==> src/hdl/asacp_cfg.svh <==
`ifndef ASACP_CFG_SVH
`define ASACP_CFG_SVH
`define ASACP_REG_MODE     6'h00
`define ASACP_REG_PORT     6'h04
`define ASACP_REG_CH0      6'h08
`define ASACP_REG_CH1      6'h0C
`define ASACP_REG_FRAME    6'h10
`define ASACP_REG_IDLE     6'h14
`define ASACP_REG_SBC      6'h18
`define ASACP_REG_STATUS   6'h1C
`define ASACP_REG_LINK     6'h20
`define ASACP_REG_INFO     6'h24
`define ASACP_REG_TX0      6'h28
`define ASACP_REG_TX1      6'h2C
`define ASACP_REG_RX0      6'h30
`define ASACP_REG_RX1      6'h34
`define ASACP_PORT_EN      0
`define ASACP_PORT_MASTER  1
`define ASACP_PORT_FALL    2
`define ASACP_PORT_INV     3
`define ASACP_PORT_HIZ     4
`define ASACP_PORT_DIV_LSB 8
`define ASACP_DIV_RST      8'h04
`define ASACP_FRAME_RST    10'h040
`define ASACP_SBC_CHM_LSB  0
`define ASACP_SBC_RATE_LSB 2
`define ASACP_SBC_BLK_LSB  4
`define ASACP_SBC_SUB8     6
`define ASACP_SBC_LOUD     7
`define ASACP_SBC_POOL_LSB 8
`define ASACP_SBC_MTU_LSB  16
`define ASACP_SBC_OTHER    27
`define ASACP_RATE_16K     2'h0
`define ASACP_RATE_BAD     2'h3
`define ASACP_POOL_MIN     8'h02
`define ASACP_POOL_SINK    8'h36
`define ASACP_POOL_SRC     8'h39
`define ASACP_MTU_MIN      11'h104
`define ASACP_MTU_SINK     11'h320
`define ASACP_MTU_SRC      11'h3FD
`define ASACP_WB_BLOCKS    8'h0F
`define ASACP_WB_POOL      8'h1A
`define ASACP_WB_KBPS      8'h40
`define ASACP_LINK_WB      0
`define ASACP_LINK_NB      1
`define ASACP_LINK_CLOSE   2
`define ASACP_ST_ERR       0
`define ASACP_ST_REFUSED   3
`define ASACP_ST_OVER      6
`endif

==> src/hdl/asacp_pkg.sv <==
package asacp_pkg;
  typedef enum logic [2:0] {
    ASACP_OFF        = 3'b000,
    ASACP_LOW_ENERGY = 3'b001,
    ASACP_WIDEBAND   = 3'b010,
    ASACP_SINK       = 3'b011,
    ASACP_SOURCE     = 3'b100
  } asacp_mode_type;
  typedef enum logic {
    ASACP_BUS_IDLE   = 1'b0,
    ASACP_BUS_ANSWER = 1'b1
  } asacp_bus_type;
endpackage

==> src/hdl/asacp_port_if.sv <==
`timescale 1ns/100ps
interface asacp_port_if;
  logic        enable;
  logic        master;
  logic        edge_fall;
  logic        invert;
  logic        hiz_force;
  logic        tx_en;
  logic        rx_en;
  logic [7:0]  half_div;
  logic [9:0]  frame_len;
  logic [9:0]  idle_start;
  logic [9:0]  idle_end;
  logic [9:0]  pos [2];
  logic [4:0]  lenm1 [2];
  logic [31:0] tx_word [2];
  logic [31:0] rx_data [2];
  logic [1:0]  rx_strobe;
  modport ctl (output enable, master, edge_fall, invert, hiz_force, tx_en, rx_en, half_div,
               frame_len, idle_start, idle_end, pos, lenm1, tx_word,
               input rx_data, rx_strobe);
  modport port (input enable, master, edge_fall, invert, hiz_force, tx_en, rx_en, half_div,
                frame_len, idle_start, idle_end, pos, lenm1, tx_word,
                output rx_data, rx_strobe);
endinterface

==> src/hdl/asacp_sbc_check.sv <==
`timescale 1ns/100ps
`include "asacp_cfg.svh"
module asacp_sbc_check (
  input  wire logic [31:0] cfg,
  input  wire logic        source,
  output logic             ok
);
  wire [1:0]  rate = cfg[`ASACP_SBC_RATE_LSB +: 2];
  wire [7:0]  pool = cfg[`ASACP_SBC_POOL_LSB +: 8];
  wire [10:0] mtu  = cfg[`ASACP_SBC_MTU_LSB +: 11];
  wire [7:0]  pool_max = source ? `ASACP_POOL_SRC : `ASACP_POOL_SINK;
  wire [10:0] mtu_max  = source ? `ASACP_MTU_SRC : `ASACP_MTU_SINK;
  // Every channel mode, block code, subband and allocation choice is legal
  wire rate_ok = rate != `ASACP_RATE_BAD; // RULE13
  wire pool_ok = pool >= `ASACP_POOL_MIN && pool <= pool_max; // RULE14
  wire mtu_ok  = mtu >= `ASACP_MTU_MIN && mtu <= mtu_max; // RULE15
  assign ok = rate_ok & pool_ok & mtu_ok & ~cfg[`ASACP_SBC_OTHER]; // RULE12
endmodule // asacp_sbc_check

==> src/hdl/asacp_serial_port.sv <==
`timescale 1ns/100ps
module asacp_serial_port (
  input  wire logic   core_clk,
  input  wire logic   rst_n,
  input  wire logic   aud_clk_in,
  input  wire logic   aud_fsync_in,
  input  wire logic   aud_din,
  output logic        aud_clk_out,
  output logic        aud_clk_oe_n,
  output logic        aud_fsync_out,
  output logic        aud_fsync_oe_n,
  output logic        aud_dout,
  output logic        aud_dout_oe_n,
  asacp_port_if.port  pif
);
  function automatic logic in_win(input logic [9:0] slot, input logic [9:0] pos,
                                  input logic [4:0] lenm1);
    in_win = slot >= pos && {1'b0, slot} <= {1'b0, pos} + {6'h00, lenm1};
  endfunction

  logic        clk_s1, clk_s2, fs_s1, fs_s2, din_s1, din_s2;
  logic [7:0]  div_cnt;
  logic        phase;
  logic [9:0]  per_cnt;
  logic        mclk_q, mfs_q;
  logic        clk_prev, fs_last, fs_pend, locked;
  logic [9:0]  cnt;
  logic [31:0] rx_sr [2];
  logic [31:0] tx_sr;
  wire         gen_on  = pif.enable & pif.master;
  wire         div_hit = div_cnt == pif.half_div;
  wire [9:0]   per_inc = per_cnt + 10'h001;
  // Clock parks low between idle start and idle end, data stops before it
  wire idle = pif.idle_end > pif.idle_start && per_cnt >= pif.idle_start &&
              per_cnt < pif.idle_end; // RULE18
  wire clk_lvl   = pif.master ? mclk_q : clk_s2;
  wire fs_lvl    = pif.master ? mfs_q : fs_s2;
  wire rise      = clk_lvl & ~clk_prev;
  wire fall      = ~clk_lvl & clk_prev;
  wire samp_fall = pif.edge_fall ^ pif.invert; // RULE3
  wire samp_edge = samp_fall ? fall : rise; // RULE5
  wire fs_edge   = samp_fall ? rise : fall; // RULE4
  wire fs_hit    = fs_edge & fs_lvl & ~fs_last;
  wire drv_edge  = pif.edge_fall ? rise : fall; // RULE2
  wire [9:0] slot_next = fs_pend | fs_hit ? 10'h000 : cnt + 10'h001;
  logic [1:0]  win, first, last, rx_take;
  logic [31:0] rx_word [2];
  logic [31:0] tx_algn [2];

  genvar g;
  for (g = 0; g < 2; g++) begin : g_ch
    assign win[g]     = in_win(slot_next, pif.pos[g], pif.lenm1[g]); // RULE6
    assign first[g]   = slot_next == pif.pos[g];
    assign last[g]    = slot_next == pif.pos[g] + {5'h00, pif.lenm1[g]};
    assign rx_take[g] = samp_edge & (locked | fs_pend) & pif.rx_en & win[g];
    assign rx_word[g] = first[g] ? {31'h0, din_s2} : {rx_sr[g][30:0], din_s2};
    assign tx_algn[g] = pif.tx_word[g] << (5'h1F - pif.lenm1[g]);
  end

  // Channel 0 wins if the two windows were set to overlap
  wire        tx_load = win[0] ? first[0] : first[1];
  wire [31:0] tx_cur  = tx_load ? (win[0] ? tx_algn[0] : tx_algn[1]) : tx_sr;
  wire tx_on = (locked | fs_pend | fs_hit) & pif.tx_en & ~pif.hiz_force & (|win); // RULE19

  always_ff @(posedge core_clk or negedge rst_n) begin
    if (!rst_n) begin
      {clk_s1, clk_s2, fs_s1, fs_s2, din_s1, din_s2} <= 6'h00;
    end else begin
      {clk_s1, fs_s1, din_s1} <= {aud_clk_in, aud_fsync_in, aud_din};
      {clk_s2, fs_s2, din_s2} <= {clk_s1, fs_s1, din_s1};
    end
  end

  always_ff @(posedge core_clk or negedge rst_n) begin
    if (!rst_n) begin
      div_cnt <= 8'h00;
      phase   <= 1'b0;
      per_cnt <= 10'h000;
    end else if (!gen_on) begin
      div_cnt <= 8'h00;
      phase   <= 1'b0;
      per_cnt <= 10'h000;
    end else if (div_hit) begin
      div_cnt <= 8'h00;
      phase   <= ~phase;
      if (phase) begin
        per_cnt <= per_inc == pif.frame_len ? 10'h000 : per_inc;
      end
    end else begin
      div_cnt <= div_cnt + 8'h01;
    end
  end

  always_ff @(posedge core_clk or negedge rst_n) begin
    if (!rst_n) begin
      mclk_q         <= 1'b0;
      mfs_q          <= 1'b0;
      aud_clk_oe_n   <= 1'b1;
      aud_fsync_oe_n <= 1'b1;
    end else begin
      mclk_q         <= gen_on & phase & ~idle; // RULE18
      mfs_q          <= gen_on & per_cnt == 10'h000;
      aud_clk_oe_n   <= ~gen_on;
      aud_fsync_oe_n <= ~gen_on;
    end
  end
  assign aud_clk_out   = mclk_q;
  assign aud_fsync_out = mfs_q;

  always_ff @(posedge core_clk or negedge rst_n) begin
    if (!rst_n) begin
      clk_prev <= 1'b0;
      fs_last  <= 1'b0;
      fs_pend  <= 1'b0;
      locked   <= 1'b0;
      cnt      <= 10'h000;
    end else begin
      clk_prev <= clk_lvl;
      if (!pif.enable) begin
        fs_pend <= 1'b0;
        locked  <= 1'b0;
      end else if (fs_edge) begin
        fs_last <= fs_lvl; // RULE4
        if (fs_lvl & ~fs_last) begin
          fs_pend <= 1'b1;
        end
      end else if (samp_edge) begin
        cnt <= slot_next; // RULE6
        if (fs_pend) begin
          locked  <= 1'b1;
          fs_pend <= 1'b0;
        end
      end
    end
  end

  always_ff @(posedge core_clk or negedge rst_n) begin
    if (!rst_n) begin
      for (int c = 0; c < 2; c++) begin
        rx_sr[c]       <= 32'h0;
        pif.rx_data[c] <= 32'h0;
      end
      pif.rx_strobe <= 2'h0;
    end else begin
      pif.rx_strobe <= rx_take & last;
      for (int c = 0; c < 2; c++) begin
        if (rx_take[c]) begin
          rx_sr[c] <= rx_word[c]; // RULE5
          if (last[c]) begin
            pif.rx_data[c] <= rx_word[c];
          end
        end
      end
    end
  end

  always_ff @(posedge core_clk or negedge rst_n) begin
    if (!rst_n) begin
      aud_dout      <= 1'b0;
      aud_dout_oe_n <= 1'b1;
      tx_sr         <= 32'h0;
    end else if (!pif.enable || pif.hiz_force) begin
      aud_dout_oe_n <= 1'b1;
    end else if (drv_edge) begin
      aud_dout_oe_n <= ~tx_on; // RULE1
      if (tx_on) begin
        aud_dout <= tx_cur[31];
        tx_sr    <= {tx_cur[30:0], 1'b0};
      end
    end
  end
endmodule // asacp_serial_port

==> src/hdl/asacp_top.sv <==
// Functional notes
// RULE1: Serial data of a frame ends before that frame's clock idle period.
// RULE2: Port runs on rising or falling bit clock edge, selectable.
// RULE3: Option samples frame pulse and input data at inverted clock polarity.
// RULE4: Falling-edge master codec moves frame pulse on fall; device samples next rise.
// RULE5: In falling-edge mode input data is captured on the falling edge.
// RULE6: Two channels have own word size and bit position, timed by frame timer.
// RULE7: Only one of low energy, wideband speech, stereo streaming runs at once.
// RULE8: Wideband codec is mono, 16 kHz, loudness, 8 subbands, 15 blocks, bitpool 26.
// RULE9: Wideband voice uses the same 64 kbps air bandwidth as narrowband.
// RULE10: Device does wideband encode, decode and packet loss concealment itself.
// RULE11: One wideband link at a time; no narrowband link alongside it.
// RULE12: Streaming modes accept only SBC; other codecs stay with the host.
// RULE13: SBC allows all channel modes, 16/44.1/48 kHz, 4-16 blocks, 4/8 subbands.
// RULE14: Sink bitpool 2 to 54, source bitpool 2 to 57.
// RULE15: Sink MTU 260 to 800 bytes, source MTU 260 to 1021 bytes.
// RULE16: Host should program block length 16, loudness, 8 subbands.
// RULE17: Host should use bitpool 53 at 44.1 kHz, 51 at 48 kHz for best stereo.
// RULE18: Bit clock stops and holds low during the frame idle period.
// RULE19: Stereo sink decodes on chip and sends samples out of the serial port.
// RULE20: Unsupported or out-of-range configuration is rejected with an error flag.
`timescale 1ns/100ps
`include "asacp_cfg.svh"
module asacp_top (
  input  wire logic        core_clk,
  input  wire logic        resetn,
  input  wire logic [3:0]  avs_address,
  input  wire logic        avs_read,
  input  wire logic        avs_write,
  input  wire logic [31:0] avs_writedata,
  output logic      [31:0] avs_readdata,
  output logic             avs_waitrequest,
  input  wire logic        aud_clk_in,
  output logic             aud_clk_out,
  output logic             aud_clk_oe_n,
  input  wire logic        aud_fsync_in,
  output logic             aud_fsync_out,
  output logic             aud_fsync_oe_n,
  input  wire logic        aud_din,
  output logic             aud_dout,
  output logic             aud_dout_oe_n
);
  function automatic logic chan_fits(input logic [9:0] pos, input logic [4:0] lenm1,
                                     input logic [9:0] flen, input logic [9:0] istart,
                                     input logic [9:0] iend);
    logic [10:0] stop;
    stop      = {1'b0, pos} + {6'h00, lenm1} + 11'h001;
    chan_fits = stop <= {1'b0, flen} && (iend <= istart || stop <= {1'b0, istart});
  endfunction

  logic                      rst_s1, rst_s2;
  wire                       rst_n = rst_s2;
  asacp_pkg::asacp_bus_type  bus_state;
  asacp_pkg::asacp_mode_type mode;
  logic [27:0]               sbc_reg;
  logic                      cfg_valid, cfg_err, wb_active, link_refused, rx_over;
  logic [1:0]                rx_new;
  logic [31:0]               rx_word [2];
  logic                      sbc_ok;
  asacp_port_if              pif ();

  always_ff @(posedge core_clk or negedge resetn) begin
    if (!resetn) begin
      rst_s1 <= 1'b0;
      rst_s2 <= 1'b0;
    end else begin
      rst_s1 <= 1'b1;
      rst_s2 <= rst_s1;
    end
  end

  // One wait state on every access keeps read data registered
  wire       req      = avs_read | avs_write;
  wire       answer   = bus_state == asacp_pkg::ASACP_BUS_ANSWER;
  wire       wr       = avs_write & answer;
  wire       rd       = avs_read & answer;
  wire [5:0] byte_adr = {avs_address, 2'b00};
  assign avs_waitrequest = req & ~answer;

  wire sel_mode  = byte_adr == `ASACP_REG_MODE;
  wire sel_port  = byte_adr == `ASACP_REG_PORT;
  wire sel_ch0   = byte_adr == `ASACP_REG_CH0;
  wire sel_ch1   = byte_adr == `ASACP_REG_CH1;
  wire sel_frame = byte_adr == `ASACP_REG_FRAME;
  wire sel_idle  = byte_adr == `ASACP_REG_IDLE;
  wire sel_sbc   = byte_adr == `ASACP_REG_SBC;
  wire sel_stat  = byte_adr == `ASACP_REG_STATUS;
  wire sel_link  = byte_adr == `ASACP_REG_LINK;
  wire sel_info  = byte_adr == `ASACP_REG_INFO;
  wire sel_tx0   = byte_adr == `ASACP_REG_TX0;
  wire sel_tx1   = byte_adr == `ASACP_REG_TX1;
  wire sel_rx0   = byte_adr == `ASACP_REG_RX0;
  wire sel_rx1   = byte_adr == `ASACP_REG_RX1;

  wire is_wide   = mode == asacp_pkg::ASACP_WIDEBAND;
  wire is_sink   = mode == asacp_pkg::ASACP_SINK;
  wire is_source = mode == asacp_pkg::ASACP_SOURCE;
  wire is_off    = mode == asacp_pkg::ASACP_OFF;

  // Switching between two running functions must pass through off
  wire [2:0] mode_req = avs_writedata[2:0];
  wire mode_ok = mode_req <= asacp_pkg::ASACP_SOURCE &&
                 (is_off || mode_req == asacp_pkg::ASACP_OFF || mode_req == mode); // RULE7
  wire mode_bad = wr & sel_mode & ~mode_ok;

  // Wideband codec settings are fixed, so only streaming modes take SBC settings
  wire sbc_accept = (is_sink | is_source) & sbc_ok; // RULE20
  wire sbc_bad    = wr & sel_sbc & ~sbc_accept; // RULE20

  // Layout is frozen while the port runs; enabling requires a legal layout
  wire layout_ok = chan_fits(pif.pos[0], pif.lenm1[0], pif.frame_len, pif.idle_start,
                             pif.idle_end) &
                   chan_fits(pif.pos[1], pif.lenm1[1], pif.frame_len, pif.idle_start,
                             pif.idle_end); // RULE1
  wire layout_wr  = wr & (sel_ch0 | sel_ch1 | sel_frame | sel_idle);
  wire layout_bad = layout_wr & pif.enable;
  wire en_req     = avs_writedata[`ASACP_PORT_EN];
  wire port_bad   = wr & sel_port & en_req & ~pif.enable & ~layout_ok; // RULE1
  wire err_set    = mode_bad | sbc_bad | layout_bad | port_bad; // RULE20

  wire open_wb  = wr & sel_link & avs_writedata[`ASACP_LINK_WB];
  wire open_nb  = wr & sel_link & avs_writedata[`ASACP_LINK_NB];
  wire close_wb = wr & sel_link & avs_writedata[`ASACP_LINK_CLOSE];
  wire refuse   = ~close_wb & ((open_wb & (~is_wide | wb_active)) | (open_nb & is_wide)); // RULE11

  wire [1:0] rd_clr  = {rd & sel_rx1, rd & sel_rx0};
  wire [1:0] rx_set  = pif.rx_strobe;
  wire       over    = |(rx_set & rx_new & ~rd_clr);
  wire       w1c     = wr & sel_stat;

  asacp_sbc_check u_check (
    .cfg    (avs_writedata),
    .source (is_source),
    .ok     (sbc_ok)
  );

  // Wideband forces the fixed voice codec, and concealment on chip while a wideband link is open
  wire [1:0] blk_code = sbc_reg[`ASACP_SBC_BLK_LSB +: 2];
  wire [7:0] blocks   = is_wide ? `ASACP_WB_BLOCKS : {3'h0, {1'b0, blk_code} + 3'h1, 2'b00}; // RULE8
  wire [7:0] pool     = is_wide ? `ASACP_WB_POOL : sbc_reg[`ASACP_SBC_POOL_LSB +: 8]; // RULE8
  wire [7:0] air_kbps = is_wide ? `ASACP_WB_KBPS : 8'h00; // RULE9
  wire       conceal  = is_wide & wb_active; // RULE10
  wire       sub8     = is_wide | sbc_reg[`ASACP_SBC_SUB8];
  wire       loud     = is_wide | sbc_reg[`ASACP_SBC_LOUD];
  wire [1:0] rate     = is_wide ? `ASACP_RATE_16K : sbc_reg[`ASACP_SBC_RATE_LSB +: 2];
  wire [1:0] chm      = is_wide ? 2'h0 : sbc_reg[`ASACP_SBC_CHM_LSB +: 2];
  wire [31:0] info_word = {1'b0, chm, rate, loud, sub8, conceal, air_kbps, pool, blocks};

  wire [31:0] port_word = {16'h0, pif.half_div, 3'h0, pif.hiz_force, pif.invert,
                           pif.edge_fall, pif.master, pif.enable};
  wire [31:0] stat_word = {22'h0, mode, rx_over, rx_new, link_refused, wb_active,
                           cfg_valid, cfg_err};
  wire [31:0] rd_mux =
    sel_mode  ? {29'h0, mode} :
    sel_port  ? port_word :
    sel_ch0   ? {11'h0, pif.lenm1[0], 6'h00, pif.pos[0]} :
    sel_ch1   ? {11'h0, pif.lenm1[1], 6'h00, pif.pos[1]} :
    sel_frame ? {22'h0, pif.frame_len} :
    sel_idle  ? {6'h00, pif.idle_end, 6'h00, pif.idle_start} :
    sel_sbc   ? {4'h0, sbc_reg} :
    sel_stat  ? stat_word :
    sel_info  ? info_word :
    sel_tx0   ? pif.tx_word[0] :
    sel_tx1   ? pif.tx_word[1] :
    sel_rx0   ? rx_word[0] :
    sel_rx1   ? rx_word[1] : 32'h0;

  // Streaming output only runs once a legal decoder setting is in place
  assign pif.tx_en = pif.enable & ((is_wide & wb_active) | (is_sink & cfg_valid)); // RULE19
  assign pif.rx_en = pif.enable & ((is_wide & wb_active) | (is_source & cfg_valid)); // RULE10

  always_ff @(posedge core_clk or negedge rst_n) begin
    if (!rst_n) begin
      bus_state    <= asacp_pkg::ASACP_BUS_IDLE;
      avs_readdata <= 32'h0;
    end else begin
      case (bus_state)
        asacp_pkg::ASACP_BUS_IDLE: begin
          if (req) begin
            bus_state    <= asacp_pkg::ASACP_BUS_ANSWER;
            avs_readdata <= avs_read ? rd_mux : 32'h0;
          end
        end
        asacp_pkg::ASACP_BUS_ANSWER: begin
          bus_state <= asacp_pkg::ASACP_BUS_IDLE;
        end
        default: begin
          bus_state <= asacp_pkg::ASACP_BUS_IDLE;
        end
      endcase
    end
  end

  always_ff @(posedge core_clk or negedge rst_n) begin
    if (!rst_n) begin
      mode      <= asacp_pkg::ASACP_OFF;
      sbc_reg   <= 28'h0;
      cfg_valid <= 1'b0;
      wb_active <= 1'b0;
    end else if (wr & sel_mode & mode_ok) begin
      mode      <= asacp_pkg::asacp_mode_type'(mode_req); // RULE7
      cfg_valid <= cfg_valid & (mode_req == mode);
      wb_active <= wb_active & (mode_req == mode);
    end else if (wr & sel_sbc & sbc_accept) begin
      sbc_reg   <= avs_writedata[27:0]; // RULE13
      cfg_valid <= 1'b1;
    end else if (close_wb) begin
      wb_active <= 1'b0;
    end else if (open_wb & is_wide) begin
      wb_active <= 1'b1; // RULE11
    end
  end

  always_ff @(posedge core_clk or negedge rst_n) begin
    if (!rst_n) begin
      pif.enable     <= 1'b0;
      pif.master     <= 1'b0;
      pif.edge_fall  <= 1'b0;
      pif.invert     <= 1'b0;
      pif.hiz_force  <= 1'b1;
      pif.half_div   <= `ASACP_DIV_RST;
    end else if (wr & sel_port) begin
      pif.enable     <= en_req & (pif.enable | layout_ok);
      pif.master     <= avs_writedata[`ASACP_PORT_MASTER];
      pif.edge_fall  <= avs_writedata[`ASACP_PORT_FALL]; // RULE2
      pif.invert     <= avs_writedata[`ASACP_PORT_INV]; // RULE3
      pif.hiz_force  <= avs_writedata[`ASACP_PORT_HIZ];
      pif.half_div   <= avs_writedata[`ASACP_PORT_DIV_LSB +: 8];
    end
  end

  always_ff @(posedge core_clk or negedge rst_n) begin
    if (!rst_n) begin
      pif.frame_len  <= `ASACP_FRAME_RST;
      pif.idle_start <= 10'h000;
      pif.idle_end   <= 10'h000;
      for (int c = 0; c < 2; c++) begin
        pif.pos[c]     <= 10'h000;
        pif.lenm1[c]   <= 5'h0F;
        pif.tx_word[c] <= 32'h0;
      end
    end else begin
      if (layout_wr & ~pif.enable & sel_frame) begin
        pif.frame_len <= avs_writedata[9:0];
      end
      if (layout_wr & ~pif.enable & sel_idle) begin
        pif.idle_start <= avs_writedata[9:0];
        pif.idle_end   <= avs_writedata[25:16];
      end
      for (int c = 0; c < 2; c++) begin
        if (layout_wr & ~pif.enable & (c == 0 ? sel_ch0 : sel_ch1)) begin
          pif.pos[c]   <= avs_writedata[9:0]; // RULE6
          pif.lenm1[c] <= avs_writedata[20:16];
        end
        if (wr & (c == 0 ? sel_tx0 : sel_tx1)) begin
          pif.tx_word[c] <= avs_writedata;
        end
      end
    end
  end

  always_ff @(posedge core_clk or negedge rst_n) begin
    if (!rst_n) begin
      cfg_err      <= 1'b0;
      link_refused <= 1'b0;
      rx_over      <= 1'b0;
      rx_new       <= 2'h0;
      rx_word[0]   <= 32'h0;
      rx_word[1]   <= 32'h0;
    end else begin
      cfg_err      <= (cfg_err & ~(w1c & avs_writedata[`ASACP_ST_ERR])) | err_set; // RULE20
      link_refused <= (link_refused & ~(w1c & avs_writedata[`ASACP_ST_REFUSED])) | refuse;
      rx_over      <= (rx_over & ~(w1c & avs_writedata[`ASACP_ST_OVER])) | over;
      rx_new       <= (rx_new & ~rd_clr) | rx_set;
      for (int c = 0; c < 2; c++) begin
        if (rx_set[c]) begin
          rx_word[c] <= pif.rx_data[c];
        end
      end
    end
  end

  asacp_serial_port u_port (
    .core_clk       (core_clk),
    .rst_n          (rst_n),
    .aud_clk_in     (aud_clk_in),
    .aud_fsync_in   (aud_fsync_in),
    .aud_din        (aud_din),
    .aud_clk_out    (aud_clk_out),
    .aud_clk_oe_n   (aud_clk_oe_n),
    .aud_fsync_out  (aud_fsync_out),
    .aud_fsync_oe_n (aud_fsync_oe_n),
    .aud_dout       (aud_dout),
    .aud_dout_oe_n  (aud_dout_oe_n),
    .pif            (pif)
  );
endmodule // asacp_top

==> config.mk <==
export PLATFORM = sky130hd
export DESIGN_NAME = asacp_top
export DESIGN_NICKNAME = d
export VERILOG_FILES = /design/src/hdl/asacp_pkg.sv /design/src/hdl/asacp_port_if.sv /design/src/hdl/asacp_sbc_check.sv /design/src/hdl/asacp_serial_port.sv /design/src/hdl/asacp_top.sv
export VERILOG_INCLUDE_DIRS = /design/src /design/src/hdl
export SDC_FILE = /design/constraint.sdc
export NUM_CORES = 1
export LEC_CHECK = 0
export BUFFER_PORTS_ARGS = -buffer_cell sky130_fd_sc_hd__buf_2
export CORE_MARGIN = 2
export CORE_UTILIZATION = 30
export CTS_CLUSTER_DIAMETER = 30
export DETAILED_ROUTE_END_ITERATION = 10
export PLACE_DENSITY_LB_ADDON = 0.1
export RECOVER_POWER = 50
export SLEW_MARGIN = 20
export SYNTH_ARGS = -nofsm -noshare
export SYNTH_HDL_FRONTEND = slang
export SYNTH_SLANG_ARGS = --single-unit
==> constraint.sdc <==
create_clock -name core_clk -period 17.7 [get_ports core_clk]
set_clock_uncertainty 0.15 [all_clocks]
set_input_delay 1.77 -clock core_clk [delete_from_list [all_inputs] [get_ports core_clk]]
set_output_delay 1.77 -clock core_clk [all_outputs]
set_load 0.03 [all_outputs]
After elaboration in Yosys (flattened, before gate mapping):

Index checks and enable logic that the tools add are counted.

* register bits after elaboration: 477
* output and inout port bits: 39

* add/subtract/negate cells: 12
* order comparisons: 17
* equal/unequal tests: 32
* shift operators: 2
* multiplexer cells: 58
* bitwise operators: 118
* reductions and logical operators: 35

Operator list (number)
* two-way mux 32 bit: 18
* AND 1 bit: 68
* left shift 32 x 5 -> 32 bit: 2
* == test 10 bit: 5
* two-way mux 10 bit: 5
* less-or-equal comparator 11 x 10 -> 1 bit: 4
* two-way mux 8 bit: 4
* greater-or-equal comparator 10 bit: 3
* two-way mux 1 bit: 25
* == test 4 bit, second input constant: 6
* adder 10 x 5 -> 11 bit: 2
* adder 11 x 1 -> 11 bit, second input constant: 2
* less-or-equal comparator 10 x 11 -> 1 bit: 2
* inverter 1 bit: 22
* bitwise OR 1 bit: 21
* adder 10 x 1 -> 10 bit, second input constant: 2
* adder 10 x 5 -> 10 bit: 2
* == test 4 x 3 -> 1 bit, second input constant: 4
* AND reduction 2 bit: 8
* greater-or-equal comparator 11 x 9 -> 1 bit, second input constant: 1
* less-or-equal comparator 11 bit: 1
* > comparator 10 bit: 1
* less-or-equal comparator 10 bit: 1
* zero test 10 bit: 1
* other kinds (35): 64

Logic depth before layout (Yosys ltp):

Gate-level depths: netlist of run 1.

* depth after elaboration: 15
* depth in mapped cells: 21
* mapped depth without buffers: 20

Hierarchy:

From an unflattened synthesis of run 1, not the netlist that was laid out.

* cell total of the unflattened synthesis: 2865
* area, all modules: 29210.5 um2

Modules (own cells, without submodules)
* asacp_top: instances 1, cells each 1334, area each 14572.7 um2, sequential area each 6870.3 um2
* asacp_serial_port: instances 1, cells each 1493, area each 14336.2 um2, sequential area each 5082.4 um2
* asacp_sbc_check: instances 1, cells each 38, area each 301.5 um2, sequential area each 0.0 um2

Least setup slack after synthesis of run 1:

No wires, ideal clock.

* kind: register -> register
* from: register pif.lenm1[6] (netlist bit)
* to: register pif.enable
* library setup time: 0.080 ns
* arrival time: 4.608 ns
* slack: 12.863 ns
* stages on the path, launching flop included: 21
* buffers on the path: 2
* period minus slack after synthesis: 4.837 ns
* cells stage by stage: dfstp_2 -> clkbuf_1 -> inv_2 -> buf_1 -> fa_1 -> nand2b_1 -> a21oi_1 -> o21ai_0 -> xnor2_1 -> nor2_1 -> nand3_1 -> xor2_1 -> ha_1 -> a21o_1 -> a21oi_1 -> o21ai_0 -> a2111oi_0 -> o22ai_1 -> a2111oi_0 -> o311a_1 -> a2bb2oi_1

* word-level cells in the longest chain between the ends: 8
* elaborated cells on any way between the ends: 9
* classes of those cells: add/sub (2); order compare (2); bitwise (3); reduce/logical (2)

Ends and longest elaborated chain
* from (decl): line asacp_port_if.sv:15 `logic [4:0] lenm1 [2];`
* from (signal, indexed assignment): line asacp_top.sv:253 `pif.lenm1[c] <= avs_writedata[20:16];`
* adder 10 x 5 -> 11 bit (*): line asacp_top.sv:47 `stop = {1'b0, pos} + {6'h00, lenm1} + 11'h001;`
* adder 11 x 1 -> 11 bit (*): line asacp_top.sv:47
* less-or-equal comparator 11 x 10 -> 1 bit: line asacp_top.sv:48 `chan_fits = stop <= {1'b0, flen} && (iend <= istart || stop <= {1'b0, istart});`
* logical OR 1 bit: line asacp_top.sv:48
* logical AND 1 bit (*): line asacp_top.sv:48
* AND 1 bit (*): line asacp_top.sv:112 `pif.idle_end) &`
* bitwise OR 1 bit (*): line asacp_top.sv:223 `pif.enable <= en_req & (pif.enable | layout_ok);`
* AND 1 bit (*): line asacp_top.sv:223
* to (signal assigned): line asacp_top.sv:223
* to (decl): line asacp_port_if.sv:3 `logic enable;`

Mark *: on every way between the ends. The rest lies on a longest branch, timed or not.
A chain may end at the register's enable or synchronous reset.

Worst setup path in the final report of run 1:

* from: register pif.lenm1[1] (netlist bit)
* to: register u_port.pif.rx_data[30]

* word-level cells in the longest chain between the ends: 5
* elaborated cells on any way between the ends: 7
* classes of those cells: add/sub (2); order compare (1); eq/ne (1); bitwise (1); reduce/logical (2)

Ends and longest elaborated chain
* adder 10 x 5 -> 11 bit: line asacp_serial_port.sv:18 `in_win = slot >= pos && {1'b0, slot} <= {1'b0, pos} + {6'h00, lenm1};`
* less-or-equal comparator 10 x 11 -> 1 bit: line asacp_serial_port.sv:18
* logical AND 1 bit: line asacp_serial_port.sv:18
* AND 1 bit: line asacp_serial_port.sv:55 `assign rx_take[g] = samp_edge & (locked | fs_pend) & pif.rx_en & win[g];`
* AND reduction 2 bit (no source line) (*)
* to (signal, indexed assignment): line asacp_serial_port.sv:150 `pif.rx_data[c] <= rx_word[c];`
* to (decl): line asacp_port_if.sv:24 `output rx_data, rx_strobe);`

Marks and branches as above.

==> run summary, run 1 <==
In this run the count of I/O pins placed on the die edge is 82. Average routed wire per standard cell: 26.3 µm. Yosys mapped the design onto 82 distinct sky130hd cell types.

At the end of routability-driven placement, the weighted congestion stood at 0.937. Counting flops with a built-in enable in the synthesized netlist gives 0. The logs give 3400 µW for the internal power consumption and 80.2 mm for the half-perimeter wire length of the detailed placement result.

CTS built an H-tree with a depth of 4. The total count of max-transition violations in the final report came out at 169. Standard cell core area: 91,900 µm².

The worst-case IR drop observed on VDD is 0.0000883 V. Row generation in the floorplan step produced 111 rows. Synthesis produced 2,790 cells.

The final reports fail on capacitance limit, slew limit. The die covers 95,400 µm². Number of hold violations in the final report: 0. Data arrives at the worst endpoint at 7.47 ns. The worst setup path is captured at a flop. The logs give 0.335 for the met1 global-route usage and 0.245 for the combinational share of power. The relative max-transition margin was -1.16; the leakage dissipation was 0.0154 µW.

The path category of the worst min-delay check was reg -> reg. Gates resized during post-CTS repair numbered 0. The most critical setup path has its startpoint at pif.lenm1[1]. For this design, the slowest cell found on the critical path is sky130_fd_sc_hd__clkinv_1. The critical path contains buffers and inverters numbering 2 combined. The number of nets handed over by synthesis was 2,971. After detailed routing, the number of vias per cell comes to 5.49. The tools report the post-detailed-placement cell area as 29,600 µm².

Post-CTS timing repair inserted 0 buffers for setup. The met2 usage in global routing is 0.356, and the clock-pin slew of the registers on the worst-case setup and hold paths is 0.04 ns. The tree is rooted in a sky130_fd_sc_hd__clkbuf_16. The largest registers in the layout are pif.tx_word: 64 flops, rx_word: 64 flops, u_port.pif.rx_data: 64 flops. The total routing usage reported by global routing is 0.234, and the number of maximum-capacitance violations is 4.

STA puts the critical path data required time at 18.13 ns. Share of total power consumed by net switching: 0.338. The logs give 142 MHz for the achievable frequency and 168 for the pin count of the biggest net entering global routing.

The flow ran to the end, but the final reports show violations. The met3 track demand over resource is 0.0374, and the wire length of the first global-routing pass is 163 mm. The switching power was 1730 µW; the final cell area excluding filler cells was 34,300 µm².

The most used routing layer was met2. At the pin with the least slew margin, the transition time is 3.24 ns. In this design, the largest share of critical-path delay is due to simple AND/OR/NAND/NOR gates. Setup violations remaining at the end of the flow were counted as 0.

Across all layers, the routed design uses 23,200 vias. The area growth from synthesis to final layout is 22.9%, and the number of clock sinks is 477. Final period demand of the worst path: 7.04 ns. The count of input and output buffers is 81, and the number of design-rule violations left by the first detailed-router iteration is 2,179. The worst setup slack after layout is 10.66 ns. In this run the critical register-to-register path is launched from pif.lenm1[1].

Setup repair after global routing left no endpoint under its margin. After clock tree synthesis, the flow added hold-fix buffers numbering 0. The part of the Yosys area used for sequential elements is 0.429. Dividing total power by cell area gives a power density of 150 nW/µm².

The y dimension of the die is 309 µm. The async set-reset flop share out of synthesis works out to 1.00. The largest fanout on the critical path was 34; the proportion of power drawn by flip-flops and latches was 0.271. Startpoint kind of the worst setup timing path: a flop. The tools report the setup TNS as 0 ns.

TritonCTS built the clock tree. Worst setup timing slack at the placement stage: 10.41 ns. The worst setup path is of the reg -> reg kind. Top flip-flop cell by instance count after synthesis: sky130_fd_sc_hd__dfrtp_1. The initial core utilization came out at 0.303. The count of yosys warnings during synthesis is 0, and the cell area after technology mapping is 27,900 µm².

The via count of the first global-routing pass was 23,200; the floorplan die width was 309 µm. The clock network fraction of total power was 0.484. Summed over all layers, the global routing overflow is 0. For the worst-skew pair, the clock arrives at the later sink with an insertion delay of 0.73 ns.

The run gives 0 as the number of DRC violations after detailed routing. The share of cells above drive strength 1 works out to 0.215. In this run the most critical hold path is launched from rst_s1. The detail route stage leaves a number of antenna-violating nets equal to 0. Synthesis inferred 477 register bits. The first TritonRoute pass finished after 6 iterations. Mean instance size in the synthesized netlist: 9.99 µm². For this run, the slowest stage of the critical path takes 1.01 ns. For the routed wire length, the log shows 111 mm.

After the last flow step, the layout net total stands at 3,058. The share of the cycle needed by the critical path after routing came out at 0.398. The critical path goes through clkinv_1 -> fa_1 -> nand2b_1 -> a211oi_1 -> o2111ai_1 -> xnor2_1 -> ha_1 -> nand2_1 -> nor3_1 -> a21oi_1 -> o311a_1 -> nor3_4 -> buf_4 -> and2_4 -> mux2_1. The initial antenna violation count was 6. The number of clock buffers added by TritonCTS is 134. The maximum number of buffers from clock root to sink was 3.
final cells by class:
class	count	area (µm²)
diodes	1	2.50
clock buffers	183	3800
clock inverters	58	912
fillers	9205	57700
inverters	95	357
multi-input cells	2046	15000
flip-flops and latches	477	12000
well taps	1243	1560
repair buffers	123	731
worst register-to-register path, stage by stage (launching register included):
cell	delay, ns
sky130_fd_sc_hd__dfstp_2	0.89
sky130_fd_sc_hd__clkinv_1	1.01
sky130_fd_sc_hd__fa_1	0.83
sky130_fd_sc_hd__nand2b_1	0.18
sky130_fd_sc_hd__a211oi_1	0.37
sky130_fd_sc_hd__o2111ai_1	0.17
sky130_fd_sc_hd__xnor2_1	0.42
sky130_fd_sc_hd__ha_1	0.23
sky130_fd_sc_hd__nand2_1	0.07
sky130_fd_sc_hd__nor3_1	0.49
sky130_fd_sc_hd__a21oi_1	0.10
sky130_fd_sc_hd__o311a_1	0.22
sky130_fd_sc_hd__nor3_4	0.18
sky130_fd_sc_hd__buf_4	0.52
sky130_fd_sc_hd__and2_4	0.63
sky130_fd_sc_hd__mux2_1	0.46
path summary, 6_finish.rpt:
check | endpoint | slack [ns] | cells past startpoint
worst max register to register | u_port.pif.rx_data[30] | 10.66 | 15
min in group asynchronous | rst_s1 | 0.69 | 1
worst min register to register | rst_n | 0.19 | 0
worst max-delay path | u_port.pif.rx_data[30] | 10.66 | 15
worst min-delay path | rst_n | 0.19 | 0
max in group asynchronous | u_port.tx_sr[13] | 12.33 | 2
power by group through the flow:
stage               clock network [µW]  logic, µW  registers (µW)
floorplan                            0        879            1290
global placement                     0       1230            1400
detailed placement                   0       1250            1400
CTS                               2530       1250            1380
global route                      2600       1380            1400
finish                            2490       1260            1390
Yosys cell counts (all sizes together) (49+ instances only):
cell,count,area [µm²]
a21oi,123,619
buf,49,267
clkbuf,123,462
dfrtp,464,11600
ha,136,1700
inv,92,345
mux2,252,2860
mux2i,106,1060
nand2,352,1320
nand3,75,375
nor2,132,495
o21ai,270,1350
per-layer routing:
| layer | wire length [µm] | up-vias |
|---|---|---|
| met3 | 5930 | 198 |
| met1 | 52000 | 11900 |
| met5 | 13 | - |
| li1 | - | 10400 |
| met4 | 3790 | 2 |
| met2 | 49300 | 759 |
stage by stage:
stage / hold WS (ns) / instances / utilization / total power (µW)
2_1_floorplan: 0.181 / 2790 / - / 2170
3_3_place_gp: 0.186 / 3983 / 0.321 / 2630
3_5_place_dp: 0.186 / 3984 / 0.322 / 2640
4_1_cts: 0.195 / 4225 / 0.373 / 5170
5_1_grt: 0.199 / 4225 / 0.373 / 5380
6_report: 0.192 / 4226 / 0.373 / 5140
logic make-up after synthesis:
kind of cell	count (synthesis)	synth area share
compound gates	678	0.153
xor+xnor	71	0.0223
fa+ha+maj	138	0.0625
buf+inv	267	0.0389
flops	477	0.429
mux	394	0.170
other cells	1	0.000135
simple gates	764	0.125
placed cells by master, fill, tap and decap left out, types with 25 or more instances in the layout:
master / netlist / final
sky130_fd_sc_hd__a211oi_1: 25 / 25
sky130_fd_sc_hd__a21o_1: 28 / 28
sky130_fd_sc_hd__a21oi_1: 122 / 121
sky130_fd_sc_hd__a22oi_1: 33 / 33
sky130_fd_sc_hd__buf_2: 21 / 79
sky130_fd_sc_hd__buf_4: 5 / 35
sky130_fd_sc_hd__clkbuf_1: 123 / 31
sky130_fd_sc_hd__clkbuf_16: 0 / 136
sky130_fd_sc_hd__clkinv_2: 0 / 26
sky130_fd_sc_hd__dfrtp_1: 464 / 464
sky130_fd_sc_hd__ha_1: 136 / 136
sky130_fd_sc_hd__inv_1: 90 / 90
sky130_fd_sc_hd__mux2_1: 27 / 27
sky130_fd_sc_hd__mux2_2: 220 / 220
sky130_fd_sc_hd__mux2i_1: 106 / 106
sky130_fd_sc_hd__mux4_2: 36 / 36
sky130_fd_sc_hd__nand2_1: 352 / 351
sky130_fd_sc_hd__nand3_1: 75 / 75
sky130_fd_sc_hd__nand4_1: 25 / 25
sky130_fd_sc_hd__nor2_1: 132 / 129
sky130_fd_sc_hd__nor2b_1: 47 / 47
sky130_fd_sc_hd__nor3_1: 43 / 38
sky130_fd_sc_hd__o21ai_0: 268 / 268
sky130_fd_sc_hd__xnor2_1: 41 / 41
sky130_fd_sc_hd__xor2_1: 30 / 30
Note: power is estimated with default switching activity, not from simulation.
==> inputs of run 2 (changes only) <==
- clock period: 17.7 -> 5.8 ns (I/O delays scaled with it)
==> run summary, run 2 (synthesis results as in run 1) <==
The flow ran to the end, but the final reports show violations. The final reports fail on capacitance limit, slew limit. The data arrival at the endpoint of the critical path came out at 5.75 ns. TritonCTS built the clock tree.

The top cell types in the final layout, fill and taps aside, are sky130_fd_sc_hd__dfrtp_1 (464), sky130_fd_sc_hd__nand2_1 (350), sky130_fd_sc_hd__o21ai_0 (268), sky130_fd_sc_hd__mux2_2 (220), sky130_fd_sc_hd__clkbuf_16 (145). Entering global routing, the biggest net connects 159 pins. The relative max-transition margin is -0.827, and the remaining number of nets flagged by the antenna check after routing is 0.

The analysis attributes to net switching a power of 5440 µW. The share of total power consumed by net switching was 0.341; the clock-pin slew of the registers on the worst-case setup and hold paths was 0.04 ns. Based on the critical path, the design can be clocked at up to 188 MHz.

The critical path in this run is classified as reg -> reg. The worst hold path belongs to the class in -> reg. STA puts the critical path data required time at 6.25 ns. The proportion of power drawn by flip-flops and latches came out at 0.256.

After layout, the minimum clock period comes to 5.31 ns. Total routing usage reported by global routing: 0.238. The run gives 0.0452 ns as the smallest hold slack. The run gives 0.0155 µW as the leakage dissipation.

From left edge to right edge, the die measures 309 µm. Setup violations remaining at the end of the flow were counted as 0. The initial antenna violation count was 8.

The largest fanout on the critical path is 4, and the overall via count from detail_route is 23,300. For this design the ratio of total power to cell area is 460 nW/µm². The via count of the first global-routing pass was 23,800; the share of the cycle needed by the critical path after routing was 0.915.

The run gives 1,827 as the number of design-rule violations left by the first detailed-router iteration. The row count was 111. For the overall power, the log shows 16,000 µW.

Registers take 12,000 µm². The logs give 0.000309 V for the worst supply voltage drop on vdd and 5 for the detailed-routing iteration count for the pre-antenna-repair pass. The worst hold path was traced through 2 stages.

The library cell used most frequently in the layout, excluding fill and tap cells, is sky130_fd_sc_hd__dfrtp_1. Count of input and output buffers: 81. The clock root buffer was sky130_fd_sc_hd__clkbuf_16. H-tree depth: 4. The total count of max-transition violations in the final report was 315. The number of DRC violations after detailed routing is 0. Routability-driven placement finished with a final weighted congestion of 0.925. The detail-routed via count per cell is 5.45, and the I/O pin count is 82.

The first global-routing pass estimated 166 mm of wire. The depth of the most critical reg-to-reg path was 17; the standard cell core area was 91,900 µm². Buffers inserted during clock tree synthesis total 142.

The number of filler instances in the final layout is 9,262. The logs give 0.490 for the clock network fraction of total power and 0 ns for the setup TNS. The number of clock sinks is 477. Timing analysis after detailed placement gives a worst setup slack of 0.347 ns. After legalization and detailed placement, the total HPWL measured 82.0 mm.

The initial core utilization was 0.303. The logs give 0 for the number of hold violations in the final report and 0.492 ns for the worst setup slack after layout. For the combinational share of power, the log shows 0.253. The run gives 10,500 µW as the internal power consumption.

Compared with the post-synthesis result, the final layout area differs by 24.4%. In the final routed layout, each cell accounts on average for 26.4 µm. In the final design database the tool counted 3,095 nets.

The tools report the maximum number of buffers from clock root to sink as 3. The worst setup path is captured at a flop. The floorplan step defined a die boundary enclosing 95,400 µm². In the final layout, the registers with the most flip-flops are pif.tx_word: 64 flops, rx_word: 64 flops, u_port.pif.rx_data: 64 flops. The routed wire length was 113 mm; the share of cells above drive strength 1 was 0.212. The total overflow left after global routing is 0. Summing all multi-input logic gate instances after layout gives 14,900 µm². The y dimension of the die came out at 309 µm. The startpoint kind of the worst setup timing path is a flop. Latest clock arrival within the worst-skew pair: 0.75 ns. For the pin with the worst max-slew slack, the measured transition is 2.74 ns. The tool flagged a number of max-cap violations equal to 5. Setup repair after global routing left no endpoint under its margin.
## run 2: cell count changes in the layout (fill, tap and decap cells not counted), moves of 2 or more
cell                            delta
sky130_fd_sc_hd__buf_2            -36
sky130_fd_sc_hd__inv_6             -2
sky130_fd_sc_hd__inv_16            +2
sky130_fd_sc_hd__clkbuf_1         +34
sky130_fd_sc_hd__dlygate4sd3_1     +9
sky130_fd_sc_hd__clkinv_16         -2
sky130_fd_sc_hd__clkinvlp_4        +6
sky130_fd_sc_hd__buf_4            +15
sky130_fd_sc_hd__clkinv_2          +2
sky130_fd_sc_hd__clkinv_4          +8
sky130_fd_sc_hd__bufinv_16         -4
sky130_fd_sc_hd__clkbuf_16         +9
sky130_fd_sc_hd__buf_12            +3
## run 2: repair_timing
action,CTS,global route
hold buffers,9,0
gates resized for setup,0,3
endpoints found under the setup margin,0,13
setup buffers,0,0
endpoints found under the hold margin,13,0
## run 2: path summary, 6_finish.rpt
path,startpoint,to,slack [ns]
max reg2reg,pif.lenm1[0],cfg_err,0.49
max,pif.lenm1[0],cfg_err,0.49
max in group asynchronous,rst_n,u_port.tx_sr[15],1.00
min,avs_writedata[26],pif.tx_word[26],0.05
min in group asynchronous,resetn,rst_n,0.55
min reg2reg,rst_s1,rst_n,0.20
## run 2: power by group through the flow
stage	Sequential (µW)	Clock, µW	Combinational, µW
after floorplan	3930	0	2680
after global placement	4110	0	3990
after detailed placement	4110	0	4020
after CTS	4070	7970	4050
after global routing	4110	8180	4430
final	4090	7830	4050
## run 2: critical path, cell delays in order, from the launching register on
cell	delay (ns)
sky130_fd_sc_hd__dfstp_2	0.52
sky130_fd_sc_hd__ha_1	0.17
sky130_fd_sc_hd__inv_1	0.06
sky130_fd_sc_hd__fa_1	0.41
sky130_fd_sc_hd__nand2b_1	0.19
sky130_fd_sc_hd__a211oi_1	0.35
sky130_fd_sc_hd__o21ai_0	0.16
sky130_fd_sc_hd__xnor2_1	0.15
sky130_fd_sc_hd__buf_4	0.16
sky130_fd_sc_hd__or4b_1	0.54
sky130_fd_sc_hd__xor2_1	0.26
sky130_fd_sc_hd__ha_1	0.30
sky130_fd_sc_hd__and4_1	0.23
sky130_fd_sc_hd__a311oi_1	0.30
sky130_fd_sc_hd__o22ai_1	0.16
sky130_fd_sc_hd__a2111oi_0	0.55
sky130_fd_sc_hd__o311a_1	0.41
sky130_fd_sc_hd__o31ai_1	0.11
## run 2: area by class of cell
| cell class | instances | area share |
|---|---|---|
| Sequential cell | 477 | 0.345 |
| Antenna cell | 2 | 0.000144 |
| Multi-Input combinational cell | 2046 | 0.431 |
| Timing Repair Buffer | 152 | 0.0275 |
| Inverter | 95 | 0.0103 |
| Tap cell | 1243 | 0.0449 |
| Clock buffer | 189 | 0.116 |
| Clock inverter | 69 | 0.0258 |
## run 2: metal layers
| layer | vias to the layer above | wire, µm | global-route usage |
|---|---|---|---|
| met1 | 11900 | 52400 | 0.332 |
| met4 | 2 | 3460 | 0.0849 |
| met5 | - | 11 | 0 |
| met3 | 206 | 6360 | 0.0489 |
| met2 | 757 | 50500 | 0.365 |
| li1 | 10500 | - | - |
## run 2: metrics by stage
step	cells	utilization	area, µm²
4_1_cts	4271	0.378	34700
6_report	4273	0.377	34700
5_1_grt	4271	0.377	34700
2_1_floorplan	2790	-	27900
3_3_place_gp	4004	0.324	29700
3_5_place_dp	4004	0.324	29700
